### src/logic/aspc_pkg.sv
// Purpose: Shared constants and types for the converter serial port pin control.
// Assumes: System clock of 10 MHz, period 100 ns.
// Notes: Times are kept in their printed units and converted to cycles here.
package aspc_pkg;
   localparam int CLK_PERIOD_NS = 100;
   localparam int START_LOW_MODE0_NS = 40;
   localparam int START_LOW_MODE1_NS = 1400;
   localparam int CONV_MAX_NS = 7000;
   localparam int REF_WAKE_MAX_NS = 65000;
   localparam int START_LOW_MODE1_CYC = (START_LOW_MODE1_NS + CLK_PERIOD_NS - 1) / CLK_PERIOD_NS;
   localparam int CONV_MAX_CYC = CONV_MAX_NS / CLK_PERIOD_NS;
   localparam int REF_WAKE_MAX_CYC = REF_WAKE_MAX_NS / CLK_PERIOD_NS;
   localparam int CONV_CLOCKS = 16;
   localparam int CONV_CLK_DIV = 4;
   localparam int MODE_LSB_POS = 4;
   localparam int MODE_MSB_POS = 5;
   localparam int START_PIN_POS = 2;
   localparam logic [7:0] SETUP_MARK = 8'h40;
   localparam logic [7:0] SETUP_MARK_MASK = 8'hc0;
   localparam logic [7:0] SETUP_RESET = 8'h60;
   localparam logic [7:0] CONVERT_MARK = 8'h80;
   localparam logic [15:0] RESULT_RESET = 16'h0000;

   typedef enum logic [1:0] {
      ASPC_MODE_PIN_INT = 2'b00,
      ASPC_MODE_PIN_EXT = 2'b01,
      ASPC_MODE_SERIAL = 2'b10,
      ASPC_MODE_SCLK = 2'b11
   } aspc_mode_type;

   typedef enum logic [1:0] {
      ASPC_IDLE = 2'b00,
      ASPC_WAKE = 2'b01,
      ASPC_CONV = 2'b10
   } aspc_state_type;

   typedef struct packed {
      logic select_n;
      logic sclk;
      logic din;
      logic start_or_analog_input_15;
   } aspc_pins_type;
endpackage : aspc_pkg

### src/logic/aspc_port.sv
// Purpose: Serial port pin control and conversion handshake of a multichannel converter.
// Assumes: All pins are asynchronous to clk and are synchronised; serial clock well below clk/4.
// Notes: The converter core is modelled as a timed result source.
// Functional notes
// - Serial traffic is taken only while select is low; clock and data are ignored while it is high.
// - The data output is released whenever select is high and driven only while select is low.
// - The data input is sampled on each rising serial clock edge, and the master keeps it stable there.
// - The data output bit changes only on falling serial clock edges and when select falls.
// - End of conversion goes low once results are ready, except in mode 11 where it stays high, and results are not valid before that.
// - The highest analog input doubles as the conversion start input, its role chosen by setup.
// - End of conversion follows select or start rising within 7 us, plus up to 65 us of reference wake.
// - Conversion latency is the conversion clock count times the conversion clock period.
// - The clock mode comes from bits 5 and 4 of the setup byte.
// - In modes 00 and 10 end of conversion goes low when done and high when select falls, or in mode 00 when start falls.
`timescale 1ns/100ps
module aspc_port
   import aspc_pkg::*;
#(
   parameter int REF_WAKE_CYC = REF_WAKE_MAX_CYC
) (
   input wire logic clk,
   input wire logic reset,
   input wire aspc_pins_type pins,
   input wire logic ref_needs_wake,
   input wire logic [11:0] sample_value,
   output logic dout,
   output logic dout_oe,
   output logic eoc_n,
   output logic [7:0] setup,
   output logic [15:0] result
);
   aspc_pins_type sync1;
   aspc_pins_type sync2;
   aspc_pins_type prev;
   aspc_state_type state;
   logic [7:0] shift_in;
   logic [2:0] bit_count;
   logic [15:0] shift_out;
   logic [16:0] timer;
   logic [15:0] low_count;
   logic selected;
   logic sclk_rise;
   logic sclk_fall;
   logic byte_done;
   logic pin_is_start;
   logic start_fall;
   logic start_rise;
   logic sel_fall;
   logic sel_rise;
   logic start_ok;
   logic [16:0] next_timer;
   aspc_mode_type mode;

   always_ff @(posedge clk) begin
      if (reset) begin
         sync1 <= '1;
         sync2 <= '1;
         prev <= '1;
      end else begin
         sync1 <= pins;
         sync2 <= sync1;
         prev <= sync2;
      end
   end

   assign mode = aspc_mode_type'(setup[MODE_MSB_POS:MODE_LSB_POS]);
   assign pin_is_start = (mode == ASPC_MODE_PIN_INT) || (mode == ASPC_MODE_PIN_EXT);
   assign selected = !sync2.select_n;
   assign sclk_rise = selected && sync2.sclk && !prev.sclk;
   assign sclk_fall = selected && !sync2.sclk && prev.sclk;
   assign sel_fall = !sync2.select_n && prev.select_n;
   assign sel_rise = sync2.select_n && !prev.select_n;
   assign start_fall = pin_is_start && !sync2.start_or_analog_input_15 && prev.start_or_analog_input_15;
   assign start_rise = pin_is_start && sync2.start_or_analog_input_15 && !prev.start_or_analog_input_15;
   assign start_ok = (mode == ASPC_MODE_PIN_INT) || (low_count >= 16'(START_LOW_MODE1_CYC));
   assign byte_done = sclk_rise && (bit_count == 3'h7);

   always_ff @(posedge clk) begin
      if (reset || sel_fall) begin
         bit_count <= 3'h0;
         shift_in <= 8'h00;
      end else if (sclk_rise) begin
         bit_count <= bit_count + 3'h1;
         shift_in <= {shift_in[6:0], sync2.din};
      end
   end

   always_ff @(posedge clk) begin
      if (reset) begin
         setup <= SETUP_RESET;
      end else if (byte_done && (({shift_in[6:0], sync2.din} & SETUP_MARK_MASK) == SETUP_MARK)) begin
         setup <= {shift_in[6:0], sync2.din};
      end
   end

   // Counts the low cycles of the start pin and keeps the count past its rise, saturating at the top.
   always_ff @(posedge clk) begin
      if (reset) begin
         low_count <= 16'h0000;
      end else if (!sync2.start_or_analog_input_15 && prev.start_or_analog_input_15) begin
         low_count <= 16'h0001;
      end else if (!sync2.start_or_analog_input_15 && low_count != 16'hffff) begin
         low_count <= low_count + 16'h0001;
      end
   end

   always_comb begin
      next_timer = timer - 17'h00001;
      if (timer == 17'h00000) begin
         next_timer = 17'h00000;
      end
   end

   always_ff @(posedge clk) begin
      if (reset) begin
         state <= ASPC_IDLE;
         timer <= 17'h00000;
      end else begin
         case (state)
            ASPC_IDLE: begin
               if ((sel_rise && mode == ASPC_MODE_SERIAL) || (start_rise && start_ok)) begin
                  state <= ref_needs_wake ? ASPC_WAKE : ASPC_CONV;
                  timer <= ref_needs_wake ? 17'(REF_WAKE_CYC - 1) : 17'(CONV_CLOCKS * CONV_CLK_DIV - 1);
               end
            end
            ASPC_WAKE: begin
               timer <= next_timer;
               if (timer == 17'h00000) begin
                  state <= ASPC_CONV;
                  timer <= 17'(CONV_CLOCKS * CONV_CLK_DIV - 1);
               end
            end
            default: begin
               timer <= next_timer;
               if (timer == 17'h00000) begin
                  state <= ASPC_IDLE;
               end
            end
         endcase
      end
   end

   always_ff @(posedge clk) begin
      if (reset) begin
         result <= RESULT_RESET;
         eoc_n <= 1'b1;
      end else if (state == ASPC_CONV && timer == 17'h00000) begin
         result <= {4'h0, sample_value};
         eoc_n <= (mode == ASPC_MODE_SCLK);
      end else if (sel_fall || start_fall) begin
         eoc_n <= 1'b1;
      end
   end

   always_ff @(posedge clk) begin
      if (reset) begin
         shift_out <= 16'h0000;
         dout <= 1'b0;
      end else if (sel_fall) begin
         shift_out <= {result[14:0], 1'b0};
         dout <= result[15];
      end else if (sclk_fall) begin
         dout <= shift_out[15];
         shift_out <= {shift_out[14:0], 1'b0};
      end
   end

   assign dout_oe = selected;

   a_oe_follows_select: assert property (@(posedge clk) disable iff (reset) dout_oe == !$past(sync1.select_n))
      else $error("Data output enable does not follow select.");
   a_dout_falling_only: assert property (@(posedge clk) disable iff (reset)
      $changed(dout) |-> $past(sclk_fall) || $past(sel_fall))
      else $error("Data output changed away from a falling edge.");
   a_idle_no_shift: assert property (@(posedge clk) disable iff (reset)
      sync2.select_n && !sel_rise |=> $stable(bit_count))
      else $error("Input bits counted while deselected.");
   a_eoc_done_low: assert property (@(posedge clk) disable iff (reset)
      state == ASPC_CONV && timer == 17'h00000 && mode != ASPC_MODE_SCLK |=> !eoc_n)
      else $error("End of conversion not signalled.");
   a_eoc_rise_on_fall: assert property (@(posedge clk) disable iff (reset)
      (sel_fall || start_fall) && !(state == ASPC_CONV && timer == 17'h00000) |=> eoc_n)
      else $error("End of conversion not released.");
   a_conv_latency: assert property (@(posedge clk) disable iff (reset)
      state == ASPC_IDLE ##1 state == ASPC_CONV |-> ##[1:69] state == ASPC_IDLE)
      else $error("Conversion exceeded its latency.");
   a_mode_from_setup: assert property (@(posedge clk) disable iff (reset)
      byte_done && shift_in[6:5] == 2'b01 |=> mode == aspc_mode_type'($past(shift_in[4:3])))
      else $error("Clock mode not taken from setup bits.");
   a_pin_role_one: assert property (@(posedge clk) disable iff (reset)
      !pin_is_start && state == ASPC_IDLE && !sel_rise |=> state == ASPC_IDLE)
      else $error("Start pin acted while an analog input.");
   a_short_start_ignored: assert property (@(posedge clk) disable iff (reset)
      state == ASPC_IDLE && start_rise && mode == ASPC_MODE_PIN_EXT && low_count < 16'(START_LOW_MODE1_CYC)
      |=> state == ASPC_IDLE)
      else $error("Short start pulse accepted in mode 01.");
   a_long_start_taken: assert property (@(posedge clk) disable iff (reset)
      state == ASPC_IDLE && start_rise && mode == ASPC_MODE_PIN_EXT && low_count >= 16'(START_LOW_MODE1_CYC)
      |=> state != ASPC_IDLE)
      else $error("Long start pulse refused in mode 01.");
   a_setup_needs_select: assert property (@(posedge clk) disable iff (reset)
      sync2.select_n |=> $stable(setup))
      else $error("Setup changed while deselected.");
   a_conv_clock_count: assert property (@(posedge clk) disable iff (reset)
      state == ASPC_CONV && $past(state) != ASPC_CONV |-> timer == 17'(CONV_CLOCKS * CONV_CLK_DIV - 1))
      else $error("Conversion clock count not loaded.");
   a_wake_time: assert property (@(posedge clk) disable iff (reset)
      state == ASPC_IDLE ##1 state == ASPC_WAKE |-> ##[1:REF_WAKE_CYC] state == ASPC_CONV)
      else $error("Reference wake exceeded its time.");
   a_result_at_eoc: assert property (@(posedge clk) disable iff (reset)
      $fell(eoc_n) |-> result == {4'h0, $past(sample_value)})
      else $error("Result not ready when end of conversion fell.");
   a_first_bit: assert property (@(posedge clk) disable iff (reset)
      sel_fall |=> dout == $past(result[15]))
      else $error("First result bit not shown after select fell.");
   c_byte_in: cover property (@(posedge clk) byte_done);
   c_conversion_done: cover property (@(posedge clk) $fell(eoc_n));
   c_ref_wake: cover property (@(posedge clk) state == ASPC_WAKE);
   c_long_start: cover property (@(posedge clk) state == ASPC_IDLE && start_rise && start_ok);
   c_bit_out: cover property (@(posedge clk) sclk_fall && dout_oe);
endmodule : aspc_port

### config.mk
export PLATFORM = sky130hd
export DESIGN_NAME = aspc_port
export DESIGN_NICKNAME = d
export VERILOG_FILES = /design/src/logic/aspc_pkg.sv /design/src/logic/aspc_port.sv
export SDC_FILE = /design/constraint.sdc
export NUM_CORES = 1
export LEC_CHECK = 0
export BUFFER_PORTS_ARGS = -buffer_cell sky130_fd_sc_hd__buf_2
export CORE_UTILIZATION = 40
export CTS_CLUSTER_DIAMETER = 150
export DETAILED_ROUTE_END_ITERATION = 7
export GPL_TIMING_DRIVEN = 1
export MAX_ROUTING_LAYER = met4
export PLACE_DENSITY = 0.6
export REMOVE_ABC_BUFFERS = 1
export SYNTH_ARGS = -nofsm -noshare
export SYNTH_HDL_FRONTEND = slang
export SYNTH_SLANG_ARGS = --single-unit
### constraint.sdc
create_clock -name clk -period 2.65 [get_ports clk]
set_input_delay 0.1325 -clock clk [delete_from_list [all_inputs] [get_ports clk]]
set_output_delay 0.1325 -clock clk [all_outputs]
set_load 0.05 [all_outputs]
==> results of run 1 <==
## metal layers
layer,track usage,wire length (um),share of wire,up-vias
met1,0.225,4340,0.48,1687
met4,0.0459,63,0.0069,0
met5,-,0,0,-
met3,0.0428,426,0.047,6
li1,-,-,-,1797
met2,0.292,4300,0.47,100
## logic make-up after synthesis
logic type                 count (synthesis)  synth area share
muxes                                     16            0.0387
xor gates and xnor gates                  13            0.0275
DFF                                       93             0.450
buffers and inverters                     43            0.0456
adders and majority gates                  5            0.0151
and+or+nand+nor                          212             0.255
AOI/OAI and AO/OA                        101             0.167
other                                      1          0.000906
## registers in the layout (all words and copies together), names as in the netlist, 4 cells and up
signal and count:
timer 17, low_count 16, shift_out 15, result 12
setup 8, shift_in 7, sync1 4, sync2 4
## through the flow
stage          cells  power (mW)  instance area [um^2]
5_1_grt          666        3.54                  4750
3_5_place_dp     640        2.42                  4460
3_3_place_gp     640        2.40                  4460
6_report         666        3.36                  4750
4_1_cts          666        3.38                  4750
2_1_floorplan    457        2.15                  4010
## where the power goes
part / internal, mW / total [mW] / switching (mW)
Combinational: 0.317 / 0.874 / 0.557
Clock: 0.393 / 0.935 / 0.542
Sequential: 1.47 / 1.55 / 0.0822
## final cells by class
class | count | area [um^2]
Tap cell | 133 | 166
Inverter | 13 | 48.8
Timing Repair Buffer | 60 | 373
Multi-Input combinational cell | 351 | 2110
Clock buffer | 10 | 138
Clock inverter | 6 | 58.8
Fill cell | 990 | 5160
Sequential cell | 93 | 1860
## repair_timing
action                                 CTS  global route
endpoints found under the hold margin   10             0
hold buffers                            10             0
resized for setup                        0             0
## layout by cell type (no fill, tap or decap), types with 5 or more instances in the layout
| cell type | instances |
|---|---|
| a211oi_1 | 8 |
| a21oi_1 | 32 |
| a311oi_1 | 15 |
| a31oi_1 | 8 |
| a32oi_1 | 5 |
| buf_2 | 41 |
| buf_4 | 9 |
| clkbuf_8 | 10 |
| dfxtp_1 | 93 |
| dlygate4sd3_1 | 10 |
| ha_1 | 5 |
| inv_1 | 13 |
| mux2i_1 | 16 |
| nand2_1 | 75 |
| nand3_1 | 6 |
| nand4_1 | 5 |
| nor2_1 | 65 |
| nor3_1 | 6 |
| nor4_1 | 6 |
| o21ai_0 | 10 |
| or2_2 | 14 |
| or4_1 | 6 |
| xnor2_1 | 13 |
## final timing paths
kind                   start        end  slack (ns)  depth (start not counted)
max                 timer[0]  timer[13]        0.29                          7
min reg2reg         sync1[3]   sync2[3]        0.42                          1
min          sample_value[7]  result[7]        0.01                          3
max reg2reg         timer[0]  timer[13]        0.29                          7
## worst min-delay path: stages
cell and delay (ns):
buf_2 0.10, nand2_1 0.05, a21oi_1 0.06
==> results.json, run 1 <==
{
  "syn_inst": 484,
  "fin_nets": 552,
  "setup_ws_ns": 0.295,
  "crit_type": "flop to flop",
  "h-tree-depth": 3,
  "grt-ovfl-total": 0,
  "die_h_um": 104,
  "p_leak_nw": 1.73,
  "clk_latency_ns": 0.36,
  "clk_pin_slew_ns": 0.10,
  "netlist_top_cells_area": "dfxtp_1 45%, nand2_1 6.8%, nor2_1 5.9%, a21oi_1 3.9%, mux2i_1 3.9%",
  "hp-class": "input pin to flop",
  "p_per_area_nw_per_um2": 706,
  "core-area_um2": 9910,
  "hold-worst-slack_ns": 0.0146,
  "yosys.cell_count.top_type": "dfxtp_1",
  "grt_pass1_vias": 3444,
  "io_pins": 46,
  "period_minus_slack_ns": 2.36,
  "ant_nets": 0,
  "ys_seq_area_frac": 0.450,
  "end_kind": "flop",
  "area_growth_pct": 14.8,
  "diodes": 0,
  "status": "finished clean",
  "antenna_found_initial": 0,
  "hold_viol": 0,
  "required_ns": 2.91,
  "drt_pass1_iterations": 5,
  "cp.buffers_inverters": 1,
  "slew_headroom": 0.347,
  "tns_ns": 0,
  "start_util": 0.418,
  "slew_violations": 0,
  "drt-wirelength-per-cell_um": 13.7,
  "tightest_slew_ns": 0.975,
  "die_area_um2": 10800,
  "cpPeakStageDelay_ns": 0.53,
  "via_count": 3590,
  "numCtsBuffers": 9,
  "cts_tree": "built",
  "via_per_inst": 5.39,
  "post-dp-hpwl_um": 6080,
  "postCtsSetupRepairBufs": 0,
  "layout-drive-gt1-share": 0.176,
  "synth_top_area_share": 0.450,
  "cts_sinks": 93,
  "cts_buffer_depth": 2,
  "drc": 0,
  "port_buffers": 41,
  "grt_max_degree": 61,
  "arrival_ns": 2.61,
  "grt.total_usage": 0.180,
  "totalWireLength_um": 9130,
  "synth_warnings": 0,
  "place.gp.congestion": 0.893,
  "synth_area_leader_cell": "dfxtp_1",
  "asyncSetResetFlopFracSynth": 0,
  "drv_cap": 0,
  "ir_worst_vdd_mv": 0.329,
  "slowest_stage": "or4b_4",
  "synth-seq-cells": 93,
  "grt_first_pass_wirelength_um": 15700,
  "final_core_util": 0.480,
  "skew_ns": 0.0110,
  "ys_types": 59,
  "root_buffer": "clkbuf_8",
  "fmax_mhz": 425,
  "die_w_um": 104,
  "synth_edf_count": 0,
  "yosys-top-cells-count": "93 x dfxtp_1, 75 x nand2_1, 65 x nor2_1",
  "num_rows": 36,
  "critical_path.max_fanout": 7,
  "synth.avg_cell_area_um2": 8.55,
  "rsz0062_at_grt": "false",
  "crit_path_start_kind": "flop",
  "crit_family": "simple AND/OR/NAND/NOR gates",
  "first_iter_violations": 207,
  "period_share": 0.889,
  "synth_area_um2": 4140,
  "path_cells": "inv_1, ha_1, or4b_4, nor4b_4, a211oi_2, a22o_1, a32o_1",
  "finalSetupViolCount": 0,
  "place_ws_ns": 0.310,
  "synthFlopType": "dfxtp_1"
}
No activity file was read; power rests on OpenSTA's default activity.
==> run 2, diff against run 1 <==
--- a/config.mk
+++ b/config.mk
@@ -6,12 +6,14 @@
 export NUM_CORES = 1
 export LEC_CHECK = 0
 export BUFFER_PORTS_ARGS = -buffer_cell sky130_fd_sc_hd__buf_2
+export CELL_PAD_IN_SITES_DETAIL_PLACEMENT = 1
+export CELL_PAD_IN_SITES_GLOBAL_PLACEMENT = 1
 export CORE_UTILIZATION = 40
 export CTS_CLUSTER_DIAMETER = 150
 export DETAILED_ROUTE_END_ITERATION = 7
 export GPL_TIMING_DRIVEN = 1
 export MAX_ROUTING_LAYER = met4
-export PLACE_DENSITY = 0.6
+export PLACE_DENSITY = 0.75
 export REMOVE_ABC_BUFFERS = 1
 export SYNTH_ARGS = -nofsm -noshare
 export SYNTH_HDL_FRONTEND = slang
==> results.json, run 2 (synthesis gave the netlist of run 1 again) <==
{
  "root_buffer": "clkbuf_8",
  "first_iter_violations": 120,
  "end_kind": "flop",
  "tns_ns": 0,
  "via_per_inst": 5.47,
  "hp-class": "input pin to flop",
  "drv_cap": 0,
  "post-dp-hpwl_um": 6950,
  "slowest_stage": "or4b_4",
  "required_ns": 2.87,
  "seq_power_share": 0.467,
  "place.gp.congestion": 0.835,
  "h-tree-depth": 3,
  "grt_max_degree": 61,
  "cts_sinks": 93,
  "start_util": 0.418,
  "period_share": 0.905,
  "drt-wirelength-per-cell_um": 15.4,
  "multi_input_area_um2": 2110,
  "arrival_ns": 2.61,
  "reg_top3": "timer: 17 flops, low_count: 16 flops, shift_out: 15 flops",
  "die_h_um": 104,
  "layout_commonest_cell": "dfxtp_1",
  "finalSetupViolCount": 0,
  "hold_viol": 0,
  "ir_worst_vdd_mv": 0.371,
  "fmax_mhz": 417,
  "cts_tree": "built",
  "grt_pass1_vias": 3678,
  "postCtsSetupRepairBufs": 0,
  "slew_violations": 0,
  "path_cells": "inv_1, ha_1, or4b_4, nor4b_4, a21oi_1, a32oi_1, o32ai_1",
  "port_buffers": 41,
  "totalWireLength_um": 10300,
  "grt_first_pass_wirelength_um": 17300,
  "layout-drive-gt1-share": 0.174,
  "finalPower_mw": 3.32,
  "regMostFlops": "timer",
  "num_rows": 36,
  "period_minus_slack_ns": 2.40,
  "crit_path_start_kind": "flop",
  "p_per_area_nw_per_um2": 698,
  "grt-ovfl-total": 0,
  "seq_area_um2": 1860,
  "antenna_found_initial": 0,
  "numCtsBuffers": 9,
  "pwr-share-clk": 0.265,
  "crit_type": "flop to flop",
  "core-area_um2": 9910,
  "grt.total_usage": 0.202,
  "cts_buffer_depth": 2,
  "diodes": 0,
  "largest_reg_flops": 17,
  "switching_share": 0.346,
  "power_frac_comb": 0.268,
  "p_leak_nw": 1.74,
  "cpPeakStageDelay_ns": 0.53,
  "layout_common_cells": "93 x dfxtp_1, 75 x nand2_1, 65 x nor2_1",
  "via_count": 3654,
  "status": "finished clean",
  "ant_nets": 0,
  "slew_headroom": 0.369,
  "die_area_um2": 10800,
  "crit_family": "simple AND/OR/NAND/NOR gates",
  "area_growth_pct": 14.9,
  "drc": 0,
  "p_sw_mw": 1.15,
  "skew_ns": 0.0123,
  "tightest_slew_ns": 0.942,
  "nFillCells": 1190,
  "critical_path.max_fanout": 7,
  "clk_latency_ns": 0.37,
  "rsz0062_at_grt": "false",
  "die_w_um": 104,
  "p_int_mw": 2.17,
  "fin_nets": 555,
  "clk_pin_slew_ns": 0.09,
  "hold_buffers": 12,
  "cts.repair.resized": 0,
  "cp.buffers_inverters": 1,
  "io_pins": 46,
  "drt_pass1_iterations": 5
}
==> run 2: changes by cell type in the layout (fill, tap and decap cells not counted) <==
| cell | change |
|---|---|
| inv_8 | -2 |
| clkinv_2 | +1 |
| inv_6 | -2 |
| buf_4 | +1 |
| clkinv_4 | +2 |
| dlygate4sd3_1 | +2 |
| clkinvlp_4 | -1 |
| clkbuf_1 | +1 |
==> run 2: final cells by class <==
type	instances	share of cell area
Sequential cell	93	0.391
Clock inverter	4	0.00710
Clock buffer	11	0.0297
Multi-Input combinational cell	351	0.443
Tap cell	133	0.0350
Timing Repair Buffer	63	0.0841
Inverter	13	0.0103
==> run 2: power by group through the flow <==
stage / Clock [mW] / Combinational [mW] / Sequential, mW
after floorplan: 0 / 0.558 / 1.60
after global placement: 0 / 0.858 / 1.58
after detailed placement: 0 / 0.874 / 1.58
after CTS: 0.917 / 0.890 / 1.55
after global routing: 0.963 / 0.987 / 1.56
final: 0.879 / 0.892 / 1.55
==> run 2: final timing paths <==
check / startpoint / slack, ns / end / cells after the start
setup / recovery: timer[0] / 0.25 / timer[9] / 7
hold / removal: sample_value[9] / 0.02 / result[9] / 3
setup reg to reg: timer[0] / 0.25 / timer[9] / 7
hold reg to reg: sync1[1] / 0.42 / sync2[1] / 1
==> run 2: routing by layer <==
metal  vias to the layer above  wire [um]  GRT usage
li1                       1813          -          -
met1                      1765       4900      0.242
met2                        64       4920      0.340
met3                        12        311     0.0434
met4                         0        123     0.0571
met5                         -          0          -
==> run 2: tightest hold or removal path: cells and delay by family <==
family	cells	cell delay, ns
buf+inv	1	0.10
compound gates	1	0.06
simple gates	1	0.04
==> run 2: per-stage QoR <==
stage | hold slack [ns] | area, um^2 | util | instances | setup slack (ns)
CTS | 0.00232 | 4760 | 0.480 | 668 | 0.252
finish | 0.0181 | 4760 | 0.480 | 668 | 0.252
global placement | 0.314 | 4460 | 0.450 | 641 | 0.343
detailed placement | 0.319 | 4460 | 0.450 | 641 | 0.271
global route | 0.0186 | 4760 | 0.480 | 668 | 0.139
floorplan | 0.195 | 4010 | - | 457 | 0.200
